[config.mk]
export PLATFORM = sky130hd
export DESIGN_NAME = pin_change_edge_interrupt
export DESIGN_NICKNAME = d
export VERILOG_FILES = /design/src/pin_change_pkg.sv /design/src/pin_edge_port.sv /design/src/pin_change_edge_interrupt.sv
export SDC_FILE = /design/constraint.sdc
export NUM_CORES = 1
export LEC_CHECK = 0
export ABC_AREA = 1
export ABC_CLOCK_PERIOD_IN_PS = 2970
export BUFFER_PORTS_ARGS = -buffer_cell sky130_fd_sc_hd__buf_2
export CAP_MARGIN = 20
export CORE_MARGIN = 4
export CORE_UTILIZATION = 43
export DETAILED_ROUTE_END_ITERATION = 8
export GPL_ROUTABILITY_DRIVEN = 0
export PLACE_DENSITY = 0.7
export SLEW_MARGIN = 10
export SYNTH_ARGS = -nofsm -noshare
export SYNTH_HDL_FRONTEND = slang
export SYNTH_SLANG_ARGS = --single-unit
[constraint.sdc]
create_clock -name pclk -period 2.97 [get_ports pclk]
set_input_delay 0.1485 -clock pclk [delete_from_list [all_inputs] [get_ports pclk]]
set_output_delay 0.1485 -clock pclk [all_outputs]
set_load 0.01 [all_outputs]
[src/pin_change_pkg.sv]
// Purpose: shared constants for the pin-change edge detector block
// Assumes: APB slave, 32-bit data, one register per aligned word
// Notes: register offsets are byte addresses
package pin_change_pkg;
  localparam int unsigned ADDR_W = 5;
  localparam logic [4:0] OFF_PORTA_RISE = 5'h00;
  localparam logic [4:0] OFF_PORTA_FALL = 5'h04;
  localparam logic [4:0] OFF_PORTA_FLAGS = 5'h08;
  localparam logic [4:0] OFF_PORTB_RISE = 5'h0c;
  localparam logic [4:0] OFF_PORTB_FALL = 5'h10;
  localparam logic [4:0] OFF_PORTB_FLAGS = 5'h14;
  localparam logic [4:0] OFF_CORE_CTRL = 5'h18;
  // implemented bits of each 8-bit port register
  localparam logic [7:0] PORTA_MASK = 8'h3f;
  localparam logic [7:0] PORTB_MASK = 8'hf0;
  localparam logic [7:0] REG_RESET = 8'h00;
  // core interrupt control field positions
  localparam int unsigned CTRL_MASTER_BIT = 3;
  localparam int unsigned CTRL_SUMMARY_BIT = 0;
endpackage : pin_change_pkg

[src/pin_edge_port.sv]
// Purpose: edge detection and sticky flags for one 8-bit port
// Assumes: pins are asynchronous; enables and writes come on pclk
// Notes: unimplemented bits are removed by the mask parameter
`timescale 1ns/1ps
module pin_edge_port #(
  parameter logic [7:0] MASK = 8'hff
) (
  input wire logic pclk,
  input wire logic presetn,
  input wire logic [7:0] pin,
  input wire logic [7:0] rise_en,
  input wire logic [7:0] fall_en,
  input wire logic flag_wr,
  input wire logic [7:0] flag_wdata,
  output logic [7:0] flags
);
  logic [7:0] sync1_q;
  logic [7:0] sync2_q;
  logic [7:0] prev_q;
  logic [7:0] flags_q;
  logic [7:0] flags_d;
  wire logic [7:0] rise_seen;
  wire logic [7:0] fall_seen;
  wire logic [7:0] edge_hit;
  wire logic [7:0] kept;

  // two-stage synchroniser then one-cycle history for comparison
  always_ff @(posedge pclk or negedge presetn) begin
    if (!presetn) begin
      sync1_q <= 8'h00;
      sync2_q <= 8'h00;
      prev_q <= 8'h00;
    end else begin
      sync1_q <= pin;
      sync2_q <= sync1_q;
      prev_q <= sync2_q;
    end
  end

  // independent rising and falling detectors, each armed by its enable
  assign rise_seen = sync2_q & ~prev_q & rise_en;
  assign fall_seen = ~sync2_q & prev_q & fall_en;
  assign edge_hit = (rise_seen | fall_seen) & MASK;

  // write of zero clears, one keeps; a coincident edge always wins
  assign kept = flag_wr ? (flags_q & flag_wdata) : flags_q;
  assign flags_d = (kept | edge_hit) & MASK;

  always_ff @(posedge pclk or negedge presetn) begin
    if (!presetn) begin
      flags_q <= 8'h00;
    end else begin
      flags_q <= flags_d;
    end
  end

  assign flags = flags_q;
endmodule : pin_edge_port

[src/pin_change_edge_interrupt.sv]
// Purpose: pin-change edge detector for two ports with APB registers
// Assumes: pclk 200 MHz, presetn asynchronous active low
// Notes: sleep wake request is a level that follows the interrupt
//
// Decided for this implementation: register access over APB and the register offsets.
`timescale 1ns/1ps
module pin_change_edge_interrupt (
  input wire logic pclk,
  input wire logic presetn,
  input wire logic psel,
  input wire logic penable,
  input wire logic pwrite,
  input wire logic [31:0] paddr,
  input wire logic [31:0] pwdata,
  output logic [31:0] prdata,
  output logic pready,
  output logic pslverr,
  input wire logic [5:0] porta_pin,
  input wire logic [7:4] portb_pin,
  output logic irq,
  output logic wake_request
);
  logic [7:0] porta_rise_enable_q;
  logic [7:0] porta_fall_enable_q;
  logic [7:0] portb_rise_enable_q;
  logic [7:0] portb_fall_enable_q;
  logic master_enable_q;
  logic [31:0] prdata_q;
  logic [31:0] prdata_d;
  logic [7:0] porta_edge_flags;
  logic [7:0] portb_edge_flags;
  wire logic [7:0] porta_pins8;
  wire logic [7:0] portb_pins8;
  wire logic [4:0] reg_addr;
  wire logic addr_ok;
  wire logic access;
  wire logic wr;
  wire logic rd;
  wire logic hit_a_rise;
  wire logic hit_a_fall;
  wire logic hit_a_flags;
  wire logic hit_b_rise;
  wire logic hit_b_fall;
  wire logic hit_b_flags;
  wire logic hit_ctrl;
  wire logic mapped;
  wire logic summary_flag;
  wire logic [7:0] ctrl_byte;

  // pins placed at their register bit positions
  assign porta_pins8 = {2'b00, porta_pin};
  assign portb_pins8 = {portb_pin, 4'h0};

  // apb decode: zero wait states, words aligned in a small window
  assign reg_addr = paddr[4:0];
  assign addr_ok = (paddr[31:5] == 27'h0000000) && (paddr[1:0] == 2'b00);
  assign access = psel && penable;
  assign wr = access && pwrite;
  assign rd = psel && !penable && !pwrite;
  assign hit_a_rise = addr_ok && (reg_addr == pin_change_pkg::OFF_PORTA_RISE);
  assign hit_a_fall = addr_ok && (reg_addr == pin_change_pkg::OFF_PORTA_FALL);
  assign hit_a_flags = addr_ok &&
    (reg_addr == pin_change_pkg::OFF_PORTA_FLAGS);
  assign hit_b_rise = addr_ok && (reg_addr == pin_change_pkg::OFF_PORTB_RISE);
  assign hit_b_fall = addr_ok && (reg_addr == pin_change_pkg::OFF_PORTB_FALL);
  assign hit_b_flags = addr_ok &&
    (reg_addr == pin_change_pkg::OFF_PORTB_FLAGS);
  assign hit_ctrl = addr_ok && (reg_addr == pin_change_pkg::OFF_CORE_CTRL);
  assign mapped = hit_a_rise || hit_a_fall || hit_a_flags || hit_b_rise ||
    hit_b_fall || hit_b_flags || hit_ctrl;
  assign pready = 1'b1;
  assign pslverr = access && !mapped;

  // per-port edge detection and sticky flags
  pin_edge_port #(.MASK(pin_change_pkg::PORTA_MASK)) u_porta (
    .pclk(pclk),
    .presetn(presetn),
    .pin(porta_pins8),
    .rise_en(porta_rise_enable_q),
    .fall_en(porta_fall_enable_q),
    .flag_wr(wr && hit_a_flags),
    .flag_wdata(pwdata[7:0]),
    .flags(porta_edge_flags)
  );

  pin_edge_port #(.MASK(pin_change_pkg::PORTB_MASK)) u_portb (
    .pclk(pclk),
    .presetn(presetn),
    .pin(portb_pins8),
    .rise_en(portb_rise_enable_q),
    .fall_en(portb_fall_enable_q),
    .flag_wr(wr && hit_b_flags),
    .flag_wdata(pwdata[7:0]),
    .flags(portb_edge_flags)
  );

  // summary and request outputs; flags are live before any wakeup
  assign summary_flag = |{porta_edge_flags, portb_edge_flags};
  assign irq = master_enable_q && summary_flag;
  assign wake_request = master_enable_q && summary_flag;

  // core interrupt control view: master enable and summary flag
  assign ctrl_byte = (8'h01 << pin_change_pkg::CTRL_MASTER_BIT) &
    {8{master_enable_q}} |
    (8'h01 << pin_change_pkg::CTRL_SUMMARY_BIT) & {8{summary_flag}};

  // enable registers, unimplemented bits held at zero
  always_ff @(posedge pclk or negedge presetn) begin
    if (!presetn) begin
      porta_rise_enable_q <= pin_change_pkg::REG_RESET;
      porta_fall_enable_q <= pin_change_pkg::REG_RESET;
      portb_rise_enable_q <= pin_change_pkg::REG_RESET;
      portb_fall_enable_q <= pin_change_pkg::REG_RESET;
      master_enable_q <= 1'b0;
    end else if (wr) begin
      if (hit_a_rise) begin
        porta_rise_enable_q <= pwdata[7:0] & pin_change_pkg::PORTA_MASK;
      end
      if (hit_a_fall) begin
        porta_fall_enable_q <= pwdata[7:0] & pin_change_pkg::PORTA_MASK;
      end
      if (hit_b_rise) begin
        portb_rise_enable_q <= pwdata[7:0] & pin_change_pkg::PORTB_MASK;
      end
      if (hit_b_fall) begin
        portb_fall_enable_q <= pwdata[7:0] & pin_change_pkg::PORTB_MASK;
      end
      if (hit_ctrl) begin
        master_enable_q <= pwdata[pin_change_pkg::CTRL_MASTER_BIT];
      end
    end
  end

  // read mux, captured in the setup cycle
  always_comb begin
    prdata_d = prdata_q;
    if (rd) begin
      prdata_d = 32'h00000000;
      if (hit_a_rise) prdata_d[7:0] = porta_rise_enable_q;
      if (hit_a_fall) prdata_d[7:0] = porta_fall_enable_q;
      if (hit_a_flags) prdata_d[7:0] = porta_edge_flags;
      if (hit_b_rise) prdata_d[7:0] = portb_rise_enable_q;
      if (hit_b_fall) prdata_d[7:0] = portb_fall_enable_q;
      if (hit_b_flags) prdata_d[7:0] = portb_edge_flags;
      if (hit_ctrl) prdata_d[7:0] = ctrl_byte;
    end
  end

  always_ff @(posedge pclk or negedge presetn) begin
    if (!presetn) begin
      prdata_q <= 32'h00000000;
    end else begin
      prdata_q <= prdata_d;
    end
  end

  assign prdata = prdata_q;
endmodule : pin_change_edge_interrupt

==> metrics <==
Crit path largest cell delay=0.43 ns; share of layout cells above drive strength 1=29.9%; period utilization=62.3%; CP Cell Sequence=nor4_1 > nand2_1 > nor3_1 > nor2_1 > buf_2; Clock Path Buffers=2; CTS buffer count=9; total grt overflow=0; Final HPWL DP=5.45 mm; Worst EP arrival=1.70 ns; Max transition margin=43.8%; peak supply drop=0.202 mV; delay-heaviest family, CP=simple AND/OR/NAND/NOR gates; Starting DRT DRC Count=100; post-CTS setup buffers=0; CTS Root Buffer Type=clkbuf_8; EDFF count, synth=0; worst skew pair latency=0.34 ns; Layout area overhead=18.5%; status=complete, but fails checks; CTS tree=done; clock network power share=43.7%; n_diodes=0; MaxCap Viol Count=0; Highest Signal Layer=met4; Internal=1530 uW; Async S/R FF share, synth=100%; Combinational Power Share=7.0%; # DRC=0; wire length on met1=3.05 mm; Psw=442 uW; DRT antenna net count=0; boundary pin count=115; Buf/Inv on CP=1; crit path max fanout=3; first-pass GRT wire length=12.4 mm; routed vias=2664; top cell type's share of synthesized area=49.8%; Sw Ratio=22.4%; critical setup path kind=register to output pin; fraction of the yosys area taken by sequential cells=49.8%; number of global-route vias before repair=2653; slowest CP cell=dfrtp_1; IO buf count=65; Worst Setup Start Kind=register; failing checks=negative hold slack; Setup Skew=0.00663 ns; largest cells by area after synthesis=dfrtp_1 (50%), nand2_1 (8.8%), buf_4 (5.6%); number of core rows=32; power density over cell area=479 nW/um^2; FF/Latch Area=1730 um^2; WL met3=556 um; initial antenna violation count=0; filler cell count=702; GR Util All Layers=16.0%; Die Footprint=9570 um^2; Leak Pwr=0.00204 uW; Final setup viols=0; multi-input combinational cell area=1440 um^2; Pins Over Slew Limit=0; Setup TNS Final=0 ns; Critical Path End Type=output pin; synth unique cells=33; Main synth FF type=dfrtp_1; Synth Instances=375; chip height=97.8 um; Hold WS=-0.00778 ns; Die X=97.8 um; CTS H-Tree Depth=3; fmax=540 MHz; RSZ-0062 raised after global routing=no; core box area=7770 um^2; worst slew pin tran=0.843 ns; hold crit path type=primary input to async pin; Post-Route WL=7.16 mm; clock sink count=69; Pre-antenna DRT Iters=4; Min Clock Period, post-route=1.85 ns; final hold vios=6; DR WL/cell=12.7 um; Reg power frac=49.3%; hold_buf cts=10; fin nets=536; cell taking the most area after synthesis=dfrtp_1; Via-to-Cell Ratio=4.72; largest net degree at the start of global routing=70; Detail Route met2 WL=3.45 mm; CTS clk-pin slew, worst paths=0.07 ns; Initial Utilization=44.7%; Syn Area/Cell=9.25 um^2; Final Power=1970 uW; # resized after CTS=0; synth warn=0; synthesized flop and latch total=69; area of the mapped netlist=3470 um^2; WP data required=2.82 ns
## power groups by stage
stage / combinational (uW) / sequential, uW / clock, uW
6_report: 138 / 970 / 861
3_5_place_dp: 129 / 989 / 0
3_3_place_gp: 127 / 987 / 0
2_1_floorplan: 77.9 / 986 / 0
4_1_cts: 140 / 970 / 880
5_1_grt: 157 / 972 / 927
## Yosys cell counts (2+ instances only)
cell type	n
o21ai_2	19
nor3_1	5
o311ai_1	7
nor2_8	2
o2111ai_1	2
o221ai_2	3
nor4_1	2
dfrtp_1	69
nand2_2	8
nand2_4	7
nand3_1	16
buf_6	2
a21oi_1	2
buf_4	26
nor2_1	41
nor2_2	3
inv_1	33
o21ai_1	20
nand4_1	5
inv_2	4
nand2_1	81
o211ai_1	2
conb_1	2
nor2_4	5
## cell families (layout without fill, tap and decap cells)
logic type,after synthesis,after routing,synth area share [%]
AOI/OAI and AO/OA,57,57,12.5
DFF,69,69,49.8
buffers and inverters,68,132,11.1
other,2,25,0.216
and+or+nand+nor,179,179,26.4
## registers in the layout, summed over array words and instances, names as in the netlist
signal,cells
master_enable_q,1
porta_fall_enable_q,6
porta_rise_enable_q,6
portb_fall_enable_q,4
portb_rise_enable_q,4
prdata,8
u_porta.flags,6
u_porta.prev_q,6
u_porta.sync1_q,6
u_porta.sync2_q,6
u_portb.flags,4
u_portb.prev_q,4
u_portb.sync1_q,4
u_portb.sync2_q,4
## final cells by class
cell class / instances / share of cell area, %
Sequential cell: 69 / 42.0
Clock inverter: 3 / 1.64
Multi-Input combinational cell: 261 / 35.1
Clock buffer: 13 / 3.86
Timing Repair Buffer: 77 / 10.7
Tap cell: 102 / 3.10
Inverter: 39 / 3.59
## path summary, 6_finish.rpt
| check | start | to | slack, ns | depth (start not counted) |
|---|---|---|---|---|
| min in group pclk | pwdata[6] | u_portb.flags[6] | 0.05 | 3 |
| max reg2reg | u_portb.flags[6] | prdata[0] | 1.50 | 6 |
| min reg2reg | u_portb.sync1_q[7] | u_portb.sync2_q[7] | 0.34 | 0 |
| max in group asynchronous | presetn | porta_fall_enable_q[3] | 2.43 | 2 |
| max | u_portb.flags[6] | wake_request | 1.12 | 5 |
| min | presetn | u_portb.sync1_q[4] | -0.008 | 2 |
## per-layer routing
metal / global-route usage, % / up-vias
li1: - / 1337
met1: 19.9 / 1228
met2: 25.8 / 90
met3: 5.36 / 9
met4: 5.96 / 0
met5: 0 / -
## stage by stage
step	worst slack, ns	instances	instance area [um^2]	util, %
6_report	1.12	564	4110	52.9
5_1_grt	0.915	564	4110	52.9
4_1_cts	1.12	564	4110	52.9
3_5_place_dp	1.12	538	3790	48.7
3_3_place_gp	1.15	538	3790	48.7
2_1_floorplan	1.60	398	3560	-
## cells in the final DEF (no fill, tap or decap), types with 3 or more instances in the layout
master / instances
nand3_1: 16
nor2_4: 5
inv_1: 33
nand2_4: 7
o311ai_1: 7
o221ai_2: 3
nand2_1: 81
dlygate4sd3_1: 10
nand2_2: 8
nor2_2: 3
inv_2: 4
o21ai_1: 20
nor3_1: 5
nor2_1: 41
nand4_1: 5
dfrtp_1: 69
o21ai_2: 19
clkbuf_8: 11
buf_2: 65
conb_1: 25
Power figures use the tool's default switching activity.
